<file path="src/rtl/srw_defs.vh">
// Purpose: Shared constants for the supervisor reset watchdog
// Assumes: 40 MHz internal oscillator drives clk
// Notes: Times in their own units, cycle counts derived from them
`ifndef SRW_DEFS_VH
`define SRW_DEFS_VH

// ----------------------------------------
// Timing
// ----------------------------------------
`define SRW_CLK_PERIOD_NS 25
`define SRW_TICK_NS 1000000
`define SRW_HOLD_MS 11'h0fa
`define SRW_WD_LONG_MS 11'h578
`define SRW_WD_MID_MS 11'h258
`define SRW_WD_SHORT_MS 11'h0c8
`define SRW_MS_W 11
`define SRW_TICK_W 24

// ----------------------------------------
// Control byte fields
// ----------------------------------------
`define SRW_BIT_PROTECT_EN 7
`define SRW_BIT_SEL_HI 6
`define SRW_BIT_SEL_LO 5
`define SRW_SEL_LONG 2'h0
`define SRW_SEL_MID 2'h1
`define SRW_SEL_SHORT 2'h2
`define SRW_SEL_OFF 2'h3
`define SRW_NV_RESET 3'h0

`endif

</file>
<file path="src/rtl/srw_top.v">
// Purpose: Supervisor reset generator with watchdog and supply monitor
// Assumes: clk is the free-running internal oscillator; pins are async
// Notes: Reset pin is open drain; polarity chosen by ACTIVE_HIGH
`timescale 1ns/10ps
`include "srw_defs.vh"
module srw_top
#(
  parameter ACTIVE_HIGH = 1'b0,
  parameter TICK_CYCLES = `SRW_TICK_NS / `SRW_CLK_PERIOD_NS
)
(
  input wire clk,
  input wire reset_n,
  input wire supply_low,
  input wire sda_in,
  input wire scl_in,
  input wire wp_pin,
  input wire [2:0] nv_cfg,
  input wire ctrl_wr,
  input wire [7:0] ctrl_wdata,
  output wire reset_pin_out,
  output wire reset_pin_oe,
  output reg ctrl_wr_done,
  output reg ctrl_wr_rejected,
  output reg [2:0] nv_store_data,
  output reg nv_store,
  output reg xfer_abort,
  output wire xfer_allow,
  output wire [1:0] timeout_select,
  output wire protect_pin_enable_q
);

  // ----------------------------------------
  // States
  // ----------------------------------------
  localparam [2:0] ST_LOW = 3'h1;
  localparam [2:0] ST_HOLD = 3'h2;
  localparam [2:0] ST_RUN = 3'h4;
  localparam integer TICK_LAST_FULL = TICK_CYCLES - 1;
  localparam [`SRW_TICK_W-1:0] TICK_LAST = TICK_LAST_FULL[`SRW_TICK_W-1:0];

  // ----------------------------------------
  // Timeout decode
  // ----------------------------------------
  function [`SRW_MS_W-1:0] timeout_ms;
    input [1:0] sel;
    begin
      case (sel)
        `SRW_SEL_LONG: timeout_ms = `SRW_WD_LONG_MS;
        `SRW_SEL_MID: timeout_ms = `SRW_WD_MID_MS;
        `SRW_SEL_SHORT: timeout_ms = `SRW_WD_SHORT_MS;
        default: timeout_ms = `SRW_WD_LONG_MS;
      endcase
    end
  endfunction

  wire supply_low_s;
  wire sda_s;
  wire scl_s;
  wire wp_s;
  reg [2:0] state;
  reg [2:0] next_state;
  reg [`SRW_TICK_W-1:0] prescale;
  reg [`SRW_MS_W-1:0] ms_count;
  reg sda_prev;
  reg cfg_loaded;
  reg protect_en;
  reg sel_hi;
  reg sel_lo;
  wire tick;
  wire kick;
  wire wd_enabled;
  wire wd_expired;
  wire hold_done;
  wire reset_active;
  wire write_blocked;
  reg restart_count;

  // ----------------------------------------
  // Pin synchronisers
  // ----------------------------------------
  srw_sync #(.RESET_VALUE(1'b1)) u_sync_supply (
    .clk(clk), .reset_n(reset_n), .din(supply_low), .dout(supply_low_s));
  srw_sync #(.RESET_VALUE(1'b1)) u_sync_sda (
    .clk(clk), .reset_n(reset_n), .din(sda_in), .dout(sda_s));
  srw_sync #(.RESET_VALUE(1'b1)) u_sync_scl (
    .clk(clk), .reset_n(reset_n), .din(scl_in), .dout(scl_s));
  srw_sync #(.RESET_VALUE(1'b1)) u_sync_wp (
    .clk(clk), .reset_n(reset_n), .din(wp_pin), .dout(wp_s));

  // ----------------------------------------
  // Start detect and timing
  // ----------------------------------------
  assign kick = sda_prev & ~sda_s & scl_s;
  assign tick = (prescale == TICK_LAST);
  assign timeout_select = {sel_hi, sel_lo};
  assign wd_enabled = (timeout_select != `SRW_SEL_OFF);
  assign wd_expired = wd_enabled && (ms_count >= timeout_ms(timeout_select));
  assign hold_done = (ms_count == `SRW_HOLD_MS);

  always @(posedge clk or negedge reset_n)
  begin
    if (!reset_n)
    begin
      sda_prev <= 1'b1;
    end
    else
    begin
      sda_prev <= sda_s;
    end
  end

  // ----------------------------------------
  // Supervisor state machine
  // ----------------------------------------
  always @*
  begin
    next_state = state;
    restart_count = 1'b0;
    case (state)
      ST_LOW:
      begin
        restart_count = 1'b1;
        if (!supply_low_s)
        begin
          next_state = ST_HOLD;
        end
      end
      ST_HOLD:
      begin
        if (supply_low_s)
        begin
          next_state = ST_LOW;
          restart_count = 1'b1;
        end
        else if (hold_done)
        begin
          next_state = ST_RUN;
          restart_count = 1'b1;
        end
      end
      ST_RUN:
      begin
        if (supply_low_s)
        begin
          next_state = ST_LOW;
          restart_count = 1'b1;
        end
        else if (wd_expired)
        begin
          next_state = ST_HOLD;
          restart_count = 1'b1;
        end
        else if (kick || !wd_enabled)
        begin
          restart_count = 1'b1;
        end
      end
      default:
      begin
        next_state = ST_LOW;
        restart_count = 1'b1;
      end
    endcase
  end

  always @(posedge clk or negedge reset_n)
  begin
    if (!reset_n)
    begin
      state <= ST_LOW;
      prescale <= {`SRW_TICK_W{1'b0}};
      ms_count <= {`SRW_MS_W{1'b0}};
    end
    else
    begin
      state <= next_state;
      if (restart_count || tick)
      begin
        prescale <= {`SRW_TICK_W{1'b0}};
      end
      else
      begin
        prescale <= prescale + 1'b1;
      end
      if (restart_count)
      begin
        ms_count <= {`SRW_MS_W{1'b0}};
      end
      else if (tick)
      begin
        ms_count <= ms_count + 1'b1;
      end
    end
  end

  // ----------------------------------------
  // Reset pin and transfer gating
  // ----------------------------------------
  assign reset_active = (state != ST_RUN);
  assign reset_pin_out = 1'b0;
  assign reset_pin_oe = ACTIVE_HIGH ? ~reset_active : reset_active;
  assign xfer_allow = ~reset_active;

  always @(posedge clk or negedge reset_n)
  begin
    if (!reset_n)
    begin
      xfer_abort <= 1'b0;
    end
    else
    begin
      xfer_abort <= (state == ST_RUN) && (next_state != ST_RUN);
    end
  end

  // ----------------------------------------
  // Control bits, nonvolatile copy
  // ----------------------------------------
  assign protect_pin_enable_q = protect_en;
  assign write_blocked = (wp_s && protect_en) || reset_active;

  always @(posedge clk or negedge reset_n)
  begin
    if (!reset_n)
    begin
      cfg_loaded <= 1'b0;
      {protect_en, sel_hi, sel_lo} <= `SRW_NV_RESET;
      ctrl_wr_done <= 1'b0;
      ctrl_wr_rejected <= 1'b0;
      nv_store <= 1'b0;
      nv_store_data <= `SRW_NV_RESET;
    end
    else
    begin
      ctrl_wr_done <= 1'b0;
      ctrl_wr_rejected <= 1'b0;
      nv_store <= 1'b0;
      if (!cfg_loaded)
      begin
        cfg_loaded <= 1'b1;
        {protect_en, sel_hi, sel_lo} <= nv_cfg;
      end
      else if (ctrl_wr)
      begin
        if (write_blocked)
        begin
          ctrl_wr_rejected <= 1'b1;
        end
        else
        begin
          protect_en <= ctrl_wdata[`SRW_BIT_PROTECT_EN];
          sel_hi <= ctrl_wdata[`SRW_BIT_SEL_HI];
          sel_lo <= ctrl_wdata[`SRW_BIT_SEL_LO];
          nv_store_data <= {ctrl_wdata[`SRW_BIT_PROTECT_EN],
                            ctrl_wdata[`SRW_BIT_SEL_HI],
                            ctrl_wdata[`SRW_BIT_SEL_LO]};
          nv_store <= 1'b1;
          ctrl_wr_done <= 1'b1;
        end
      end
    end
  end

endmodule // srw_top

</file>
<file path="src/rtl/srw_sync.v">
// Purpose: Three-stage synchroniser with agreement filter
// Assumes: Input is asynchronous to clk
// Notes: Output changes once stages two and three agree
`timescale 1ns/10ps
module srw_sync
#(
  parameter RESET_VALUE = 1'b1
)
(
  input wire clk,
  input wire reset_n,
  input wire din,
  output reg dout
);

  reg stage1;
  reg stage2;
  reg stage3;

  always @(posedge clk or negedge reset_n)
  begin
    if (!reset_n)
    begin
      stage1 <= RESET_VALUE;
      stage2 <= RESET_VALUE;
      stage3 <= RESET_VALUE;
      dout <= RESET_VALUE;
    end
    else
    begin
      stage1 <= din;
      stage2 <= stage1;
      stage3 <= stage2;
      if (stage2 == stage3)
      begin
        dout <= stage3;
      end
    end
  end

endmodule // srw_sync

</file>
<file path="config.mk">
export PLATFORM = sky130hd
export DESIGN_NAME = srw_top
export DESIGN_NICKNAME = d
export VERILOG_FILES = /design/src/rtl/srw_top.v /design/src/rtl/srw_sync.v
export VERILOG_INCLUDE_DIRS = /design/src /design/src/rtl
export SDC_FILE = /design/constraint.sdc
export NUM_CORES = 1
export LEC_CHECK = 0
export BUFFER_PORTS_ARGS = -buffer_cell sky130_fd_sc_hd__buf_2
export CAP_MARGIN = 15
export CORE_AREA = 4 4 77 79
export CTS_BUF_LIST = sky130_fd_sc_hd__clkbuf_4
export CTS_CLUSTER_DIAMETER = 50
export DETAILED_ROUTE_END_ITERATION = 7
export DIE_AREA = 0 0 81 83
export MAX_ROUTING_LAYER = met4
export PLACE_DENSITY = 0.8
export SLEW_MARGIN = 20
export SYNTH_ARGS = -nofsm -noshare
export SYNTH_HDL_FRONTEND = slang
export SYNTH_SLANG_ARGS = --single-unit
</file>
<file path="constraint.sdc">
create_clock -name clk -period 5.6 [get_ports clk]
set_clock_uncertainty 0.05 [all_clocks]
set_input_delay 0.84 -clock clk [delete_from_list [all_inputs] [get_ports clk]]
set_output_delay 0.84 -clock clk [all_outputs]
set_load 0.01 [all_outputs]
</file>
==> After elaboration in Yosys (flattened, before gate mapping) <==
Index checks and enable logic that the tools add are counted.
{ "totals": {"memories": 0, "output_inout_bits": 13, "romBits": 0, "input_bits": 18, "ramBits": 0, "reg_bits": 65, "latch_bits": 0} }
{ "op_classes": {"mux": 31, "n_bitwise": 5, "n_div": 0, "n_reduce_logical": 10, "add_sub_neg": 2, "shift": 0, "n_lt_le_gt_ge": 1, "multipliers": 0, "eq_ne": 16} }
{ "op_table": {"columns": ["op", "n"], "rows": [
  ["$add 24x1->24 const B", 1],
  ["$eq 24x16->1 const B", 1],
  ["$mux 24", 1],
  ["$mux 11", 2],
  ["$pmux 11 s2", 1],
  ["$mux 1", 20],
  ["$mux 3", 5],
  ["$add 11x1->11 const B", 1],
  ["$eq 11x8->1 const B", 1],
  ["$ge 11x11->1", 1],
  ["$pmux 3 s3", 1],
  ["$ne 2x2->1 const B", 3],
  ["$ne 3x3->1 const B", 2],
  ["$eq 1x1->1", 4],
  ["$eq 3x1->1 const B", 1],
  ["$eq 3x2->1 const B", 1],
  ["$eq 3x3->1 const B", 1],
  ["$logic_and 1x1->1", 3],
  ["$logic_or 1x1->1", 3],
  ["$not 1->1", 3],
  ["$reduce_and 3->1", 1],
  ["$and 1x1->1", 2],
  ["$eq 2x1->1 const B", 1],
  ["$eq 2x2->1 const B", 1],
  ["4 further kinds", 4]
]} }

==> Logic depth before layout (Yosys ltp) <==
Gate-level depths: netlist of the first run.
{ "depth": {"ltp_word": 10, "mapped_depth": 10, "mapped_depth_nobuf": 9} }

==> Hierarchy <==
A second synthesis of the first run with hierarchy kept.
{ "hier_totals": {"hier_cells": 296, "area_unflattened_um2": 3120.5} }
{ "modules_own_cells": {"columns": ["module", "area_per_inst_um2", "seq_area_each_um2", "n_inst", "cells_each"], "rows": [
  ["srw_top", 2655.0, 1228.7, 1, 276],
  ["srw_sync", 116.4, 105.1, 4, 5]
]} }

==> Least setup slack after synthesis of the first run <==
OpenSTA, ideal clock, no wires.
{ "synth_timing": {"path_type": "flip-flop to flip-flop", "from": "register prescale[8]", "to": "register ms_count[10]", "path_stages_with_launch": 8, "synth_period_minus_slack_ns": 2.670, "t_required_ns": 5.473, "slack_ns": 2.930, "arrival_time_ns": 2.542, "setup_ns": 0.077, "cell_sequence": "dfrtp_1 > or4b_1 > or4_1 > clkbuf_2 > or3_1 > buf_2 > or4_1 > a21oi_1"} }
{ "synth_between": {"elab_chain_len": 2} }
{ "synth_lines": {"columns": ["item", "line", "rtl"], "rows": [
  ["start, declared", "srw_top.v:63", "reg [`SRW_TICK_W-1:0] prescale;"],
  ["start signal, assigned", "srw_top.v:172", "prescale <= {`SRW_TICK_W{1'b0}};"],
  ["start signal, assigned", "srw_top.v:180", "prescale <= {`SRW_TICK_W{1'b0}};"],
  ["start signal, assigned", "srw_top.v:184", "prescale <= prescale + 1'b1;"],
  ["$eq 24x16->1", "srw_top.v:95", "assign tick = (prescale == TICK_LAST);"],
  ["$reduce_bool 2->1 (no line)", null, null],
  ["end signal, assigned", "srw_top.v:173", "ms_count <= {`SRW_MS_W{1'b0}};"],
  ["end signal, assigned", "srw_top.v:188", "ms_count <= {`SRW_MS_W{1'b0}};"],
  ["end signal, assigned", "srw_top.v:192", "ms_count <= ms_count + 1'b1;"],
  ["end, declared", "srw_top.v:64", "reg [`SRW_MS_W-1:0] ms_count;"]
]} }
No other way between the ends.
A chain may end at the register's enable or synchronous reset.

==> Final worst setup path of the first run <==
Same ends and word-level chain as after synthesis.

==> out/qor.txt, run 1 <==
r2r setup slk: 2.75 ns
Reg2Reg Depth: 5
post-synth top area share: 37.9%
Synth cell types: 42
H-tree levels: 3
warning count from the yosys run: 0
antenna-violating nets left: 0
Critical Path Sink Type: register
initial antenna violation count: 0
WP data arrival: 3.16 ns
HPWL after DPL: 3680 um
Placed Area: 3260 um^2
Routed WL: 5300 um
Worst VDD drop: 0.000139 V
crit path max fanout: 7
Lkg Pwr: 1.46 nW
synth top area cells: dfrtp_1 (38%), dfstp_2 (15%), ha_1 (5.6%), xnor2_1 (5.6%), nor2_1 (5.4%)
crit path kind: reg2reg
GR Overflow Total: 0
#FFs+latches synth: 65
Max Freq: 350 MHz
PnR Total Power: 0.876 mW
full die area: 6720 um^2
die height: 83 um
CTS Buf Count: 9
RD Place Congestion: 0.835
Final Cycle Share: 51.0%
Area Growth Syn to Fin: 9.48%
CTS tree: done
detailed-router iteration count before antenna repair: 4
setup TNS: 0 ns
post-route cell area: 3400 um^2
post-cts hold buffer count: 0
hold path cells: 0
Power Density: 258 nW/um^2
IO Port Bufs: 24
layout cells sized above 1: 20.2%
cell row count: 27
first-pass GRT wire length: 9420 um
Synth Cell Area: 3100 um^2
Die W: 81 um
Seq/Total Area, Yosys: 53.2%
Worst Max-Slew Pin Slew: 0.795 ns
Yosys top cell by area: dfrtp_1
Fin. Hold Viols: 0
DR vias/cell: 5.44
CTS Root Cell: clkbuf_4
Avg Inst Size Synth: 10.4 um^2
1st-iter DRT viols: 95
RSZ-0062 raised after global routing: no
clock buffer depth: 2
status: complete, no violations
Hold Startpoint: u_sync_sda.stage1
clock latency at the later pin of the worst-skew pair: 0.42 ns
via count: 2171
headroom to the max-slew limit: 47.0%
clock sink count: 65
Synth Instances: 298
Synth Net Count: 330
post-layout util: 63.6%
DP Worst Slack: 2.76 ns
crit path launch type: register
largest net degree at the start of global routing: 66
Hold Crit Class: reg2reg
Crit path required time: 5.91 ns
crit path time final: 2.85 ns
# DRC: 0
cts repair resizes: 0
Total Nets Final: 354
core area: 5340 um^2
max cap viols: 0
Avg WL per Cell: 13.3 um
Reg clk slew, reported paths: 0.11 ns
Initial Util: 58.1%
Final Slew Violations: 0
reg2reg start: prescale[8]
Total GRT Usage: 18.6%
total setup buffers inserted after CTS: 0
number of top-level pins: 31
final worst slack: 2.75 ns
setup violators final: 0
Filler cells: 459
Critical R2R Capture: ms_count[10]
Hold EP: u_sync_sda.stage2
vias in the first global route: 2126
ant diodes: 0
[through the flow]
stage                     instances  hold slack (ns)
final                           399            0.297
after global routing            399            0.295
after CTS                       399            0.299
after detailed placement        383            0.297
after global placement          383            0.296
after floorplan                 298            0.295
[power breakdown]
group	internal, mW	leakage [nW]	switching [mW]	total [mW]
Sequential	0.493	0.833	0.0162	0.509
Combinational	0.0211	0.551	0.0359	0.0570
Clock	0.136	0.0796	0.174	0.310
Total	0.650	1.46	0.226	0.876
[per-layer routing]
| metal | up-vias | share of wire [%] | routed length, um | GRT usage (%) |
|---|---|---|---|---|
| li1 | 1071 | - | - | - |
| met1 | 1041 | 43 | 2290 | 22.1 |
| met2 | 46 | 49 | 2600 | 28.5 |
| met3 | 13 | 5.1 | 270 | 4.88 |
| met4 | 0 | 2.7 | 144 | 9.98 |
| met5 | - | 0 | 0 | - |
[area by class of cell]
cell class	instances	area, um^2	area share [%]
flip-flops and latches	65	1650	48.6
multi-input cells	203	1320	38.8
repair buffers	26	135	3.98
well taps	72	90.1	2.65
clock inverters	7	71.3	2.10
clock buffers	9	67.6	1.99
inverters	17	63.8	1.88
[cells by family (layout without fill, tap and decap cells)]
| logic type | after synthesis | count (layout) | synth area share (%) |
|---|---|---|---|
| mux | 7 | 7 | 2.38 |
| simple gates | 122 | 122 | 19.8 |
| flops | 65 | 65 | 53.2 |
| fa+ha+maj | 18 | 18 | 6.94 |
| xor+xnor | 30 | 30 | 8.47 |
| buf+inv | 30 | 59 | 4.32 |
| other cells | 2 | 2 | 0.242 |
| compound gates | 24 | 24 | 4.64 |
[worst max-delay path by stage]
stage,end,from,cells after the start
final,ms_count[10],prescale[8],5
after global routing,ms_count[8],prescale[8],5
after CTS,ms_count[10],prescale[8],5
after detailed placement,ms_count[10],prescale[0],6
after global placement,ms_count[10],prescale[0],6
after floorplan,ms_count[10],prescale[8],7
[cells in the final DEF, fill, tap and decap left out, drive strengths merged, types with 11 or more instances in the layout]
| master | instances |
|---|---|
| nand2 | 16 |
| buf | 26 |
| xnor2 | 20 |
| inv | 17 |
| dfstp | 18 |
| dfrtp | 47 |
| ha | 14 |
| nand3 | 12 |
| nor4 | 11 |
| nor2 | 45 |
[Yosys cell counts]
master	number
a211oi_1	2
a21oi_1	10
a31o_2	1
and2_1	1
and3_1	3
and4_1	3
buf_2	4
buf_4	4
clkbuf_1	4
clkbuf_2	1
conb_1	2
dfrtp_1	47
dfstp_2	18
ha_1	14
inv_1	17
maj3_1	4
mux2_2	3
mux2i_1	4
nand2_1	16
nand2b_1	1
nand3_1	12
nand3b_1	1
nand4_1	10
nor2_1	45
nor2b_1	2
nor3_1	7
nor3b_1	1
nor4_1	11
nor4b_1	2
o211ai_1	1
o21a_1	1
o21ai_0	5
o21ai_1	1
o311a_1	1
o31ai_1	2
or3_1	1
or3b_2	1
or4_1	3
or4b_1	1
or4b_2	1
xnor2_1	20
xor2_1	10
[state kept, by name, indices dropped and copies added (netlist names), 3 cells and up]
signal / flops
state: 3
ms_count: 11
nv_store_data: 3
prescale: 24
[critical path: stages, from the launching register on]
cell     delay (ns)
dfrtp_1        0.45
or4b_1         0.52
or4_1          0.56
or3_1          0.53
or4_1          0.53
a21oi_1        0.15
Power figures use the tool's default switching activity.
==> run 2: changes to the inputs <==
--- a/config.mk
+++ b/config.mk
@@ -8,13 +8,13 @@
 export LEC_CHECK = 0
 export BUFFER_PORTS_ARGS = -buffer_cell sky130_fd_sc_hd__buf_2
 export CAP_MARGIN = 15
-export CORE_AREA = 4 4 77 79
+export CORE_AREA = 4 4 81 83
 export CTS_BUF_LIST = sky130_fd_sc_hd__clkbuf_4
 export CTS_CLUSTER_DIAMETER = 50
 export DETAILED_ROUTE_END_ITERATION = 7
-export DIE_AREA = 0 0 81 83
+export DIE_AREA = 0 0 85 87
 export MAX_ROUTING_LAYER = met4
-export PLACE_DENSITY = 0.8
+export PLACE_DENSITY = 0.76
 export SLEW_MARGIN = 20
 export SYNTH_ARGS = -nofsm -noshare
 export SYNTH_HDL_FRONTEND = slang
==> constraint.sdc (replaced) <==
create_clock -name clk -period 2.6 [get_ports clk]
set_clock_uncertainty 0.05 [all_clocks]
set_input_delay 0.39 -clock clk [delete_from_list [all_inputs] [get_ports clk]]
set_output_delay 0.39 -clock clk [all_outputs]
set_load 0.01 [all_outputs]
==> run 2 against run 1 <==
Combinational power rose to 2.6 times the previous value. Hold slack got worse by 0.14 ns. First-iteration DRC count rose by 37%. Via count rose by 4.5%. Flip-flop and latch count did not move. Largest cell class unchanged. Setup slack got worse by 2.6 ns. Total power rose by 130%. Non-clock buffer count rose by 18. Sequential share of layout area fell by 2.8 points. Critical endpoint unchanged. Register-to-register slack got worse by 2.6 ns. Highest routed layer unchanged. Largest power group unchanged.
==> out/qor.txt, run 2 (synthesis results as in run 1) <==
core area: 5850 um^2 (+9.6%)
Total GRT Usage: 18.3% (-0.31 points)
# DRC: 0 (unchanged)
full die area: 7400 um^2 (+10%)
Hold Crit Class: in2reg
Worst VDD drop: 0.000416 V (+200%)
WP data arrival: 2.78 ns (-0.38 ns)
Placed Area: 3360 um^2 (+3.3%)
initial antenna violation count: 0 (unchanged)
CTS Buf Count: 9 (unchanged)
max reg flops: 24 (unchanged)
Power Density: 552 nW/um^2 (+110%)
most common cell after layout, fill and taps aside: dfrtp_1
DP Worst Slack: 0.0516 ns (-2.71 ns)
via count: 2269 (+4.5%)
1st-iter DRT viols: 130 (+37%)
crit path launch type: register
first-pass GRT wire length: 10400 um (+10%)
CTS tree: done
Hold Startpoint: ctrl_wr
Fin. Hold Viols: 0 (unchanged)
layout cells sized above 1: 24.3% (+4.2 points)
Critical Path Sink Type: register
worst stage delay on the critical path: 0.53 ns (-0.03 ns)
CTS Root Cell: clkbuf_4
die height: 87 um (+4.8%)
post-route cell area: 3610 um^2 (+6.2%)
PnR Total Power: 1.99 mW (+130%)
vias in the first global route: 2294 (+7.9%)
detailed-router iteration count before antenna repair: 4 (unchanged)
Finished Layout Cells: 420 (+5.3%)
clock buffer depth: 2 (unchanged)
RD Place Congestion: 0.821 (-1.7%)
Final Cycle Share: 95.8% (+45 points)
Reg clk slew, reported paths: 0.10 ns (about the same)
worst path cell trace: or4b_1 -> or4_4 -> or3_4 -> or4_1 -> a21oi_2
HPWL after DPL: 4090 um (+11%)
Worst Max-Slew Pin Slew: 0.574 ns (-0.220 ns)
H-tree levels: 3 (unchanged)
headroom to the max-slew limit: 61.3% (+14 points)
reg2reg start: prescale[8]
largest net degree at the start of global routing: 27 (-59%)
worst path buffer plus inverter count: 0 (unchanged)
Max Freq: 401 MHz (+15%)
Total Nets Final: 372 (+5.1%)
clock sink count: 65 (unchanged)
top flop regs: prescale x24, ms_count x11
clock latency at the later pin of the worst-skew pair: 0.40 ns (-0.02 ns)
crit path time final: 2.49 ns (-0.363 ns)
Biggest register: prescale
most frequent cells in the layout: dfrtp_1 (47), nor2_1 (44), buf_2 (24)
Lkg Pwr: 1.55 nW (+6.2%)
Die W: 85 um (+4.9%)
GR Overflow Total: 0 (unchanged)
final worst slack: 0.109 ns (-2.64 ns)
Critical Path Source: prescale[8]
Area Growth Syn to Fin: 16.3%
Post-Place Cells: 398 (+3.9%)
max cap viols: 0 (unchanged)
number of top-level pins: 31 (unchanged)
Filler cells: 477 (+3.9%)
cell row count: 28 (+3.7%)
antenna-violating nets left: 0 (unchanged)
status: complete, no violations
DR vias/cell: 5.40 (-0.71%)
IO Port Bufs: 24 (unchanged)
Avg WL per Cell: 13.9 um (+4.7%)
crit path kind: reg2reg
crit path max fanout: 6 (-1)
ant diodes: 0 (unchanged)
Crit path required time: 2.88 ns (-3.03 ns)
Final Slew Violations: 0 (unchanged)
setup violators final: 0 (unchanged)
Routed WL: 5850 um (+10%)
Fin Hold WS: 0.161 ns (-0.136 ns)
Slowest-stage cell, CP: or4_1
Initial Util: 53.0% (-5.1 points)
Top delay family on crit path: simple AND/OR/NAND/NOR gates
run 2: cell count changes in the layout (fill, tap and decap cells not counted), moves of 2 or more:
cell and delta:
clkinv_2 -3, dlygate4sd3_1 +5, a21oi_2 +2, a21oi_1 -2, clkinv_1 +2, buf_4 +12, clkinvlp_4 +2, clkinv_4 -3
run 2: cell type report:
| type | instances | area [um^2] | share of cell area [%] |
|---|---|---|---|
| Tap cell | 75 | 93.8 | 2.60 |
| Sequential cell | 65 | 1650 | 45.7 |
| Clock buffer | 10 | 75.1 | 2.08 |
| Multi-Input combinational cell | 203 | 1350 | 37.3 |
| Clock inverter | 6 | 82.6 | 2.29 |
| Timing Repair Buffer | 44 | 295 | 8.19 |
| Inverter | 17 | 63.8 | 1.77 |
run 2: power by group:
part	internal [mW]	switching, mW
logic	0.0614	0.0881
clock network	0.394	0.354
registers	1.06	0.0327
total	1.52	0.475
run 2: through the flow:
stage | utilization, % | setup TNS (ns)
CTS | 61.0 | 0
global placement | 57.5 | 0
finish | 61.6 | 0
detailed placement | 57.5 | 0
floorplan | - | -0.0194
global route | 61.6 | -0.0113
run 2: routing by layer:
layer	global-route usage, %	vias to the layer above	share of wire (%)
met5	-	-	0
met4	5.76	0	1.4
met3	5.58	9	4.2
met2	29.2	39	50
met1	22.4	1122	45
li1	-	1099	-
run 2: final timing paths:
check | cells after the start | slack [ns] | endpoint
min | 3 | 0.16 | ctrl_wr_rejected
max in group asynchronous | 3 | 1.25 | u_sync_scl.dout
max reg2reg | 5 | 0.11 | ms_count[10]
min reg2reg | 0 | 0.31 | u_sync_sda.stage2
min in group asynchronous | 2 | 0.46 | ms_count[4]
max | 5 | 0.11 | ms_count[10]
run 2: tightest hold or removal path, stage by stage:
cell,delay (ns)
buf_2,0.11
nand2_1,0.05
nor2_1,0.03
run 2: repair_timing:
action                                  4_1_cts  5_1_grt
endpoints found under the setup margin        0       11
hold buffers                                  5        0
setup buffers                                 0        1
endpoints found under the hold margin        19        0
resized for setup                             0        7
